[src/hdl/aesacc_consts.vh]
// constants for the aes field multiplier and substitution helper
`ifndef AESACC_CONSTS_VH
`define AESACC_CONSTS_VH

// register offsets on the special function register port
`define AESACC_GF_MULTIPLY_DATA_ADDR 8'h84
`define AESACC_GF_MULTIPLY_CONSTANT_ADDR 8'h85
`define AESACC_SUBSTITUTION_DATA_ADDR 8'h86

// reset value of every register
`define AESACC_RESET_BYTE 8'h00

// reduction polynomial x^8+x^4+x^3+x+1, low byte
`define AESACC_POLY 8'h1b

// affine constants of the forward and inverse substitution
`define AESACC_AFFINE_FWD 8'h63
`define AESACC_AFFINE_INV 8'h05

// direction select values
`define AESACC_DIR_ENCRYPT 1'b0
`define AESACC_DIR_DECRYPT 1'b1

// unmapped reads return this
`define AESACC_UNMAPPED_BYTE 8'h00

`endif

[src/hdl/aesacc_sbox.v]
// combinational forward and inverse aes substitution of one byte
`include "aesacc_consts.vh"

module aesacc_sbox (
    // conversion input
    input wire [7:0] in_byte,
    input wire decrypt,
    // conversion result
    output reg [7:0] out_byte
);

    function [7:0] gf_mul;
        input [7:0] a;
        input [7:0] b;
        reg [7:0] acc;
        reg [7:0] sh;
        integer i;
        begin
            acc = 8'h00;
            sh = a;
            for (i = 0; i < 8; i = i + 1) begin
                if (b[i]) begin
                    acc = acc ^ sh;
                end
                sh = sh[7] ? ({sh[6:0], 1'b0} ^ `AESACC_POLY) : {sh[6:0], 1'b0};
            end
            gf_mul = acc;
        end
    endfunction

    // x^254 is the field inverse, and maps zero to zero as the tables do
    function [7:0] gf_inv;
        input [7:0] x;
        reg [7:0] t;
        integer i;
        begin
            t = x;
            for (i = 0; i < 6; i = i + 1) begin
                t = gf_mul(gf_mul(t, t), x);
            end
            gf_inv = gf_mul(t, t);
        end
    endfunction

    function [7:0] rotl;
        input [7:0] x;
        input integer n;
        begin
            rotl = (x << n) | (x >> (8 - n));
        end
    endfunction

    reg [7:0] inv_in;
    reg [7:0] fwd_inv;

    // computed rather than tabled: two 256-entry tables cost far more area
    always @* begin
        fwd_inv = gf_inv(in_byte);
        inv_in = rotl(in_byte, 1) ^ rotl(in_byte, 3) ^ rotl(in_byte, 6) ^ `AESACC_AFFINE_INV;
        if (decrypt == `AESACC_DIR_DECRYPT) begin
            out_byte = gf_inv(inv_in); // see RULE9 see RULE13 see RULE14
        end else begin
            out_byte = fwd_inv ^ rotl(fwd_inv, 1) ^ rotl(fwd_inv, 2) ^ rotl(fwd_inv, 3)
                ^ rotl(fwd_inv, 4) ^ `AESACC_AFFINE_FWD; // see RULE9 see RULE13 see RULE14
        end
    end

endmodule

[src/hdl/aesacc_top.v]
// aes helper: field multiplier and substitution unit behind the sfr port
`include "aesacc_consts.vh"

// Summary of operation
// RULE1 - multiply stored constant byte by written data byte in the aes field
// RULE2 - constant register changes only when software writes it
// RULE3 - each data register write starts one field multiplication
// RULE4 - product ready two clocks after the write, replacing the operand
// RULE5 - after completion, reading the data register returns the product
// RULE6 - result is captured one clock after the write is registered
// RULE7 - software loads the constant before the data when it must change
// RULE8 - software waits at least one instruction before reading the product
// RULE9 - substitution uses forward box for encryption, inverse box for decryption
// RULE10 - each substitution data write starts one conversion replacing the register
// RULE11 - conversion readable two clocks after the substitution data write
// RULE12 - software waits at least one instruction before reading the converted byte
// RULE13 - direction zero selects forward box, one selects inverse box
// RULE14 - reduce by x^8+x^4+x^3+x+1; boxes match the aes standard exactly
// RULE15 - early reads return previous contents; the processor is never stalled
module aesacc_top #(
    parameter DATA_WIDTH = 8
) (
    // clock and reset
    input wire core_clk,
    input wire reset,
    // special function register port
    input wire [7:0] sfr_addr,
    input wire sfr_wr,
    input wire [7:0] sfr_wdata,
    input wire sfr_rd,
    output reg [7:0] sfr_rdata,
    output reg sfr_rd_hit,
    // direction bit from the system settings register
    input wire system_settings_decrypt,
    // operation in flight, for observation
    output wire gfm_busy,
    output wire sbox_busy
);

    // register state
    reg [7:0] gf_multiply_data;
    reg [7:0] gf_multiply_constant;
    reg [7:0] substitution_data;
    reg gfm_pending;
    reg sbox_pending;

    // decoded addresses and strobes
    wire sel_gf_multiply_data;
    wire sel_gf_multiply_constant;
    wire sel_substitution_data;
    wire wr_gf_multiply_data;
    wire wr_gf_multiply_constant;
    wire wr_substitution_data;

    assign sel_gf_multiply_data = (sfr_addr == `AESACC_GF_MULTIPLY_DATA_ADDR);
    assign sel_gf_multiply_constant = (sfr_addr == `AESACC_GF_MULTIPLY_CONSTANT_ADDR);
    assign sel_substitution_data = (sfr_addr == `AESACC_SUBSTITUTION_DATA_ADDR);
    // write strobes; a write to any other address is dropped
    assign wr_gf_multiply_data = sfr_wr && sel_gf_multiply_data;
    assign wr_gf_multiply_constant = sfr_wr && sel_gf_multiply_constant;
    assign wr_substitution_data = sfr_wr && sel_substitution_data;

    // busy is a handshake-like output, taken straight from the pending flags
    assign gfm_busy = gfm_pending;
    assign sbox_busy = sbox_pending;

    // ---- field multiplier: shift-and-add, one stage per constant bit ----
    wire [7:0] mul_shift [0:DATA_WIDTH];
    wire [7:0] mul_acc [0:DATA_WIDTH];

    assign mul_shift[0] = gf_multiply_data;
    assign mul_acc[0] = `AESACC_RESET_BYTE;

    genvar gi;
    generate
        for (gi = 0; gi < DATA_WIDTH; gi = gi + 1) begin : g_mul
            wire stage_carry;
            wire [7:0] stage_double;
            // partial product of this constant bit
            assign mul_acc[gi + 1] = gf_multiply_constant[gi]
                ? (mul_acc[gi] ^ mul_shift[gi]) : mul_acc[gi]; // see RULE1
            // multiply by x, reducing when the top bit falls out
            assign stage_carry = mul_shift[gi][DATA_WIDTH - 1];
            assign stage_double = {mul_shift[gi][DATA_WIDTH - 2:0], 1'b0};
            assign mul_shift[gi + 1] = stage_carry
                ? (stage_double ^ `AESACC_POLY) : stage_double; // see RULE14
        end
    endgenerate

    wire [7:0] gfm_product;

    assign gfm_product = mul_acc[DATA_WIDTH];

    // ---- substitution unit ----
    wire [7:0] sbox_result;

    aesacc_sbox u_sbox (
        .in_byte(substitution_data),
        .decrypt(system_settings_decrypt),
        .out_byte(sbox_result)
    );

    // ---- next values of the operation registers ----
    reg [7:0] next_gf_multiply_constant;
    reg [7:0] next_gf_multiply_data;
    reg next_gfm_pending;
    reg [7:0] next_substitution_data;
    reg next_sbox_pending;

    // the constant is read at the capture edge, so it must be loaded first
    always @* begin
        next_gf_multiply_constant = gf_multiply_constant;
        if (wr_gf_multiply_constant) begin
            next_gf_multiply_constant = sfr_wdata; // see RULE2 see RULE7
        end
    end

    // a fresh write in the capture cycle wins and restarts the operation
    always @* begin
        next_gf_multiply_data = gf_multiply_data;
        next_gfm_pending = 1'b0;
        if (wr_gf_multiply_data) begin
            next_gf_multiply_data = sfr_wdata; // see RULE3
            next_gfm_pending = 1'b1; // see RULE3
        end else if (gfm_pending) begin
            next_gf_multiply_data = gfm_product; // see RULE4 see RULE5 see RULE6
        end
    end

    // direction is sampled at the capture edge, not at the write
    always @* begin
        next_substitution_data = substitution_data;
        next_sbox_pending = 1'b0;
        if (wr_substitution_data) begin
            next_substitution_data = sfr_wdata; // see RULE10
            next_sbox_pending = 1'b1; // see RULE10
        end else if (sbox_pending) begin
            next_substitution_data = sbox_result; // see RULE10 see RULE11
        end
    end

    // ---- operation registers ----
    always @(posedge core_clk) begin
        if (reset) begin
            gf_multiply_constant <= `AESACC_RESET_BYTE;
        end else begin
            gf_multiply_constant <= next_gf_multiply_constant;
        end
    end

    // the product settles within one cycle, so no extra pipeline stage is kept
    always @(posedge core_clk) begin
        if (reset) begin
            gf_multiply_data <= `AESACC_RESET_BYTE;
            gfm_pending <= 1'b0;
        end else begin
            gf_multiply_data <= next_gf_multiply_data;
            gfm_pending <= next_gfm_pending;
        end
    end

    // pending flags drop on their own, so no software clear can race a set
    always @(posedge core_clk) begin
        if (reset) begin
            substitution_data <= `AESACC_RESET_BYTE;
            sbox_pending <= 1'b0;
        end else begin
            substitution_data <= next_substitution_data;
            sbox_pending <= next_sbox_pending;
        end
    end

    // ---- read path ----
    reg [7:0] next_rdata;
    reg next_hit;
    reg [7:0] next_sfr_rdata;
    reg next_sfr_rd_hit;

    // no wait state exists: an early read simply sees the operand
    always @* begin
        next_rdata = `AESACC_UNMAPPED_BYTE;
        next_hit = 1'b0;
        case (sfr_addr)
            `AESACC_GF_MULTIPLY_DATA_ADDR: begin
                next_rdata = gf_multiply_data; // see RULE5 see RULE15
                next_hit = 1'b1;
            end
            `AESACC_GF_MULTIPLY_CONSTANT_ADDR: begin
                next_rdata = gf_multiply_constant;
                next_hit = 1'b1;
            end
            `AESACC_SUBSTITUTION_DATA_ADDR: begin
                next_rdata = substitution_data; // see RULE11 see RULE15
                next_hit = 1'b1;
            end
            default: begin
                next_rdata = `AESACC_UNMAPPED_BYTE;
                next_hit = 1'b0;
            end
        endcase
    end

    // read data holds until the next read strobe; the hit flag lasts one cycle
    always @* begin
        next_sfr_rdata = sfr_rdata;
        next_sfr_rd_hit = 1'b0;
        if (sfr_rd) begin
            next_sfr_rdata = next_rdata; // see RULE8 see RULE12
            next_sfr_rd_hit = next_hit;
        end
    end

    // registered so the core samples a settled byte, at one cycle of latency
    always @(posedge core_clk) begin
        if (reset) begin
            sfr_rdata <= `AESACC_RESET_BYTE;
            sfr_rd_hit <= 1'b0;
        end else begin
            sfr_rdata <= next_sfr_rdata;
            sfr_rd_hit <= next_sfr_rd_hit;
        end
    end

endmodule

[config.mk]
export PLATFORM = sky130hd
export DESIGN_NAME = aesacc_top
export DESIGN_NICKNAME = d
export VERILOG_FILES = /design/src/hdl/aesacc_sbox.v /design/src/hdl/aesacc_top.v
export VERILOG_INCLUDE_DIRS = /design/src /design/src/hdl
export SDC_FILE = /design/constraint.sdc
export NUM_CORES = 2
export LEC_CHECK = 0
export ABC_AREA = 1
export BUFFER_PORTS_ARGS = -buffer_cell sky130_fd_sc_hd__buf_2
export CORE_MARGIN = 8
export CORE_UTILIZATION = 63
export CTS_CLUSTER_SIZE = 14
export DETAILED_ROUTE_END_ITERATION = 8
export GPL_TIMING_DRIVEN = 1
export PLACE_DENSITY = 0.79
export SETUP_SLACK_MARGIN = 0.3
export SYNTH_ARGS = -nofsm -noshare
export SYNTH_HDL_FRONTEND = slang
export SYNTH_SLANG_ARGS = --single-unit
[constraint.sdc]
create_clock -name core_clk -period 37.4 [get_ports core_clk]
set_clock_uncertainty 0.2 [all_clocks]
set_input_delay 1.87 -clock core_clk [delete_from_list [all_inputs] [get_ports core_clk]]
set_output_delay 1.87 -clock core_clk [all_outputs]
set_load 0.005 [all_outputs]
==> After elaboration in Yosys (flattened, before gate mapping) <==
Index checks and enable logic that the tools add are counted.
{ "totals": {"regBits": 35, "input_bits": 21} }
{ "classes": {"n_eq_ne": 3, "muxes": 517, "bitwise": 394, "n_reduce_logical": 7} }
{ "op_table": {"columns": ["operator", "count"], "rows": [
  ["8-bit two-way mux", 324],
  ["8-bit XOR", 195],
  ["5-bit two-way mux", 189],
  ["4-bit NOT", 190],
  ["8-bit == test (second input constant)", 3],
  ["8-bit case mux with 3 select lines", 1],
  ["8-bit by 1-bit OR with 8-bit output", 2],
  ["8-bit by 3-bit OR with 8-bit output", 2],
  ["8-bit by 2-bit OR with 8-bit output", 1],
  ["8-bit by 4-bit OR with 8-bit output", 1],
  ["8-bit by 6-bit OR with 8-bit output", 1],
  ["2-bit nonzero test", 2],
  ["1-bit logical AND", 3],
  ["1-bit two-way mux", 3],
  ["3-bit OR reduction", 1],
  ["2-bit NOT", 1],
  ["2-bit OR reduction", 1],
  ["1-bit NOT", 1]
]} }

==> Longest topological paths before layout <==
{ "logic_depth": {"word_depth": 305, "mapped_depth": 197, "mapped_depth_nobuf": 180} }

==> By module <==
From an unflattened synthesis, not the netlist that was laid out.
{ "hier_totals": {"cells_unflattened": 9828, "area_unflattened_um2": 49055.8} }
{ "by_module_without_submodules": {"columns": ["module", "n_inst", "cells_per_inst", "area_per_inst_um2", "seq_area_each_um2"], "rows": [
  ["aesacc_sbox", 1, 9322, 45987.9, 0.0],
  ["aesacc_top", 1, 506, 3067.9, 700.7]
]} }

==> Worst setup path after synthesis <==
Ideal clock, no wire load.
{ "synth_path": {"kind": "register -> register", "startpoint": "register substitution_data[6]", "endpoint": "register substitution_data[1]", "t_arrival_ps": 17829, "path_slack_ps": 19242, "stages_incl_launch_ff": 175, "path_buffers": 21, "period_less_slack_ps": 18158, "cell_sequence": "dfxtp_1 -> buf_6 -> inv_6 -> nand2_4 -> nand2_2 -> nand2_2 -> nand2_1 -> buf_4 -> buf_8 -> clkbuf_8 -> clkbuf_8 -> clkbuf_8 -> clkbuf_8 -> clkbuf_8 -> clkbuf_8 -> ha_1 -> inv_1 -> nand3_1 -> [139 not listed] -> nand2_2 -> o21ai_1 -> nand2_1 -> nand3_1 -> nand2_2 -> buf_2 -> ha_1 -> xor2_1 -> nand2_1 -> xnor2_1 -> xor2_1 -> inv_1 -> nand2_1 -> nand2_1 -> nand2_1 -> nand3_1 -> a31oi_1 -> nor2_1"} }
{ "synth_between": {"elab_chain_cells": 304, "word_cells_on_any_way": 870} }
{ "synth_rtl": {"columns": ["element", "line", "rtl"], "rows": [
  ["from (decl)", "aesacc_top.v:43", "reg [7:0] substitution_data;"],
  ["from (signal assigned)", "aesacc_top.v:165", "substitution_data <= `AESACC_RESET_BYTE;"],
  ["from (signal assigned)", "aesacc_top.v:168", "substitution_data <= next_substitution_data;"],
  ["8-bit by 3-bit OR with 8-bit output", "aesacc_sbox.v:49", "rotl = (x << n) | (x >> (8 - n));"],
  ["8-bit XOR (2 in series)", "aesacc_sbox.v:59", "inv_in = rotl(in_byte, 1) ^ rotl(in_byte, 3) ^ rotl(in_byte, 6) ^ `AESACC_AFFINE_INV;"],
  ["8-bit two-way mux", "aesacc_sbox.v:22", "if (b[i]) begin"],
  ["8-bit two-way mux", "aesacc_sbox.v:60", "if (decrypt == `AESACC_DIR_DECRYPT) begin"],
  ["8-bit XOR", "aesacc_sbox.v:23", "acc = acc ^ sh;"],
  ["8-bit two-way mux", "aesacc_sbox.v:22", null],
  ["8-bit two-way mux", "aesacc_sbox.v:60", null],
  ["8-bit XOR", "aesacc_sbox.v:23", null],
  ["[287 not listed]", null, null],
  ["8-bit XOR", "aesacc_sbox.v:23", null],
  ["8-bit two-way mux", "aesacc_sbox.v:22", null],
  ["8-bit two-way mux", "aesacc_sbox.v:60", null],
  ["8-bit XOR", "aesacc_sbox.v:23", null],
  ["8-bit two-way mux", "aesacc_sbox.v:22", null],
  ["8-bit two-way mux (*)", "aesacc_sbox.v:60", null],
  ["8-bit two-way mux (*)", "aesacc_top.v:137", "end else if (sbox_pending) begin"],
  ["8-bit two-way mux (*)", "aesacc_top.v:134", "if (wr_substitution_data) begin"]
]} }
Every way passes the cells marked *; elsewhere a longest branch is shown, timed or not. The select of a mux whose other input is x is not followed.
A chain may end at the register's enable or synchronous reset.

==> Worst setup path after layout <==
{ "layout_path": {"startpoint": "register substitution_data[4]", "endpoint": "register substitution_data[1]"} }
{ "layout_between": {"elab_chain_cells": 303, "word_cells_on_any_way": 868} }
{ "layout_rtl": {"columns": ["element", "line"], "rows": [
  ["8-bit by 3-bit OR with 8-bit output", "aesacc_sbox.v:49"],
  ["8-bit XOR (2 in series)", "aesacc_sbox.v:59"],
  ["5-bit two-way mux / 8-bit two-way mux (equally long branches)", "aesacc_sbox.v:25, aesacc_sbox.v:22"],
  ["8-bit XOR / 8-bit two-way mux (equally long branches)", "aesacc_sbox.v:23, aesacc_sbox.v:60"],
  ["8-bit two-way mux / 8-bit XOR (equally long branches)", "aesacc_sbox.v:22, aesacc_sbox.v:23"],
  ["8-bit two-way mux, on equally long branches", "aesacc_sbox.v:60, aesacc_sbox.v:22"],
  ["8-bit XOR / 8-bit two-way mux (equally long branches)", "aesacc_sbox.v:23, aesacc_sbox.v:60"],
  ["8-bit two-way mux / 8-bit XOR (equally long branches)", "aesacc_sbox.v:22, aesacc_sbox.v:23"],
  ["[286 not listed]", null],
  ["8-bit XOR", "aesacc_sbox.v:23"],
  ["8-bit two-way mux", "aesacc_sbox.v:22"],
  ["8-bit two-way mux", "aesacc_sbox.v:60"],
  ["8-bit XOR", "aesacc_sbox.v:23"],
  ["8-bit two-way mux", "aesacc_sbox.v:22"],
  ["8-bit two-way mux (*)", "aesacc_sbox.v:60"],
  ["8-bit two-way mux (*)", "aesacc_top.v:137"],
  ["8-bit two-way mux (*)", "aesacc_top.v:134"]
]} }
Marks and branches as above.

==> impl_metrics.tcl <==
set metrics [dict create \
    hp-start "sfr_rdata[2]$_SDFFE_PP0P_" \
    cts_inserted_buffers 5 \
    grt_pass1_wl_um 271000 \
    seq_area_frac_synth_pct 1.23 \
    cts_tree "done" \
    required_ps 37360 \
    synth.net_count 10200 \
    grt_pass1_vias 56400 \
    dpl.hpwl_um 126000 \
    whs_path_depth 2 \
    avgSynthCellArea_um2 5.61 \
    hold_path.class "flip-flop to flip-flop" \
    cts_hold_buf 0 \
    grt_max_degree 76 \
    synth_common_cells "nand2_1, nand3_1, nand2_2, inv_1, nand2_4" \
    drive_gt1_share_pct 26.2 \
    synth_seq_cells 35 \
    crit_top_cell "nand2_1" \
    drcViolationCount 0 \
    hold_violations 0 \
    max_stage_delay_ps 840 \
    yosysUniqueCellTypes 68 \
    maxCapViolations 0 \
    routabilityCongestion 0.985 \
    ios 32 \
    cts.htree.levels 2 \
    synthFlopType "dfxtp_1" \
    post-cts-setup-buffers 0 \
    place_area_um2 55500 \
    syn_to_final_growth_pct -2.26 \
    n_fill_cell 8927 \
    insertion_delay_ps 280 \
    clkTransAtPathRegs_ps 60 \
    route.top_layer_used "met5" \
    cp_max_fo 75 \
    ant_nets 0 \
    arrival_ps 21420 \
    synth_area_um2 57000 \
    rows 110 \
    setup-tns-final_ps 0 \
    cts.path.max_buffers 2 \
    wl_um 164000 \
    core-area_um2 89900 \
    die_y_um 317 \
    post-route-period-util_pct 57.4 \
    slew_headroom_pct 25.8 \
    routedWlPerCell_um 14.7 \
    rsz0062_at_grt "false" \
    io_buffers 31 \
    die_w_um 317 \
    critPathSlowestCell "buf_4" \
    synth-async-reset-ratio_pct 0 \
    drt_iter0_markers 6103 \
    wl_met1_um 70400 \
    setup.worst_path.start_class "flip-flop" \
    synth_edf_count 0 \
    start_util_pct 63.4 \
    grt.total_usage_pct 31.2 \
    min_to "sfr_rdata[2]$_SDFFE_PP0P_" \
    synth_top_area_share_pct 24.1 \
    wl_met2_um 75300 \
    cts_resized 0 \
    r2r_cells 140 \
    cp-end-kind "flip-flop" \
    worst-path-buf-inv 18 \
    synthTopCellsByArea "nand2_1, nand3_1, nand2_2" \
    vias 62800 \
    nets 9987 \
    tightest_slew_ps 1110 \
    firstDrtPassIters 6 \
    worst-setup-path-type "flip-flop to flip-flop" \
    synth.most_common_cell "nand2_1" \
    stdcell_area_um2 55700 \
    routed_via_density 5.64 \
    report.final.setup_viol 0 \
    fmax_mhz 46.6 \
    antenna_found_initial 2 \
    die_area_um2 100000 \
    yosys_warnings 0 \
    clockRootBuffer "clkbuf_16" \
    period_minus_slack_ps 21460 \
    r2r-start "substitution_data[4]$_SDFFE_PP0P_" \
    syn_inst 10200 \
    clock_sinks 35 \
    grt-ovfl-total 0 \
    yosys.area.top_type "nand2_1" \
    cp_top_family "simple AND/OR/NAND/NOR gates" \
    worstReg2RegEnd "substitution_data[1]$_SDFFE_PP0P_" \
    slew_viol_final 0 \
    met3_length_um 12900 \
    regToRegSetupSlack_ps 15940 \
    status "finished, final reports clean" \
]
## how the worst max path moves through the flow
| stage | startpoint | cells after the start | to |
|---|---|---|---|
| floorplan | substitution_data[6]$_SDFFE_PP0P_ | 174 | substitution_data[1]$_SDFFE_PP0P_ |
| global placement | substitution_data[4]$_SDFFE_PP0P_ | 142 | substitution_data[1]$_SDFFE_PP0P_ |
| detailed placement | substitution_data[4]$_SDFFE_PP0P_ | 148 | substitution_data[1]$_SDFFE_PP0P_ |
| CTS | substitution_data[4]$_SDFFE_PP0P_ | 148 | substitution_data[1]$_SDFFE_PP0P_ |
| global route | substitution_data[4]$_SDFFE_PP0P_ | 141 | substitution_data[1]$_SDFFE_PP0P_ |
| finish | substitution_data[4]$_SDFFE_PP0P_ | 140 | substitution_data[1]$_SDFFE_PP0P_ |
## flip-flops by register name, indices dropped and copies added, names as in the netlist
name	cells
sfr_rdata	8
sbox_busy	1
gf_multiply_data	8
sfr_rd_hit	1
substitution_data	8
gf_multiply_constant	8
gfm_busy	1
## cell type report
| cell class | count | area (um2) | share of cell area (%) |
|---|---|---|---|
| clock inverters | 2 | 15.0 | 0.0270 |
| clock buffers | 6 | 139 | 0.249 |
| multi-input cells | 8599 | 47900 | 86.1 |
| diodes | 2 | 5.00 | 0.00899 |
| inverters | 1258 | 5100 | 9.16 |
| flip-flops and latches | 35 | 728 | 1.31 |
| well taps | 1176 | 1470 | 2.64 |
| repair buffers | 51 | 305 | 0.548 |
## kinds of logic after synthesis
| kind of cell | share of synthesized area, % |
|---|---|
| AOI/OAI and AO/OA | 2.37 |
| xor gates and xnor gates | 2.98 |
| adders and majority gates | 0.351 |
| buffers and inverters | 14.7 |
| DFF | 1.23 |
| and+or+nand+nor | 78.3 |
## layout by cell type (no fill, tap or decap), drive strengths merged, types with 73 or more instances in the layout
cell / synthesis / routed
nand2: 5273 / 5273
o21ai: 105 / 105
nor2: 566 / 566
inv: 1219 / 1220
xor2: 103 / 103
xnor2: 77 / 77
nand4: 73 / 73
nand3: 2155 / 2155
a21oi: 82 / 82
nand3b: 81 / 81
## through the flow
stage	hold WS (ps)	cells	setup slack, ps	utilization [%]
floorplan	262	10200	19240	-
global placement	272	11100	16640	61.8
detailed placement	268	11100	16400	61.8
CTS	279	11100	16360	62.0
global route	306	11100	14140	62.0
finish	288	11100	15940	62.0
## tightest hold or removal path, stage by stage (launching register included)
cell and delay (ps):
dfxtp_1 310, nand2_1 60, a21oi_1 70
## metal layers
layer,vias up,GRT usage (%)
met2,2502,52.9
met3,386,2.33
met1,28300,41.5
met5,-,0
li1,31600,-
met4,2,10.5
Power is left out: the tool's default activity adds up to more than one toggle a clock period on the data nets, which glitch-free logic cannot reach.
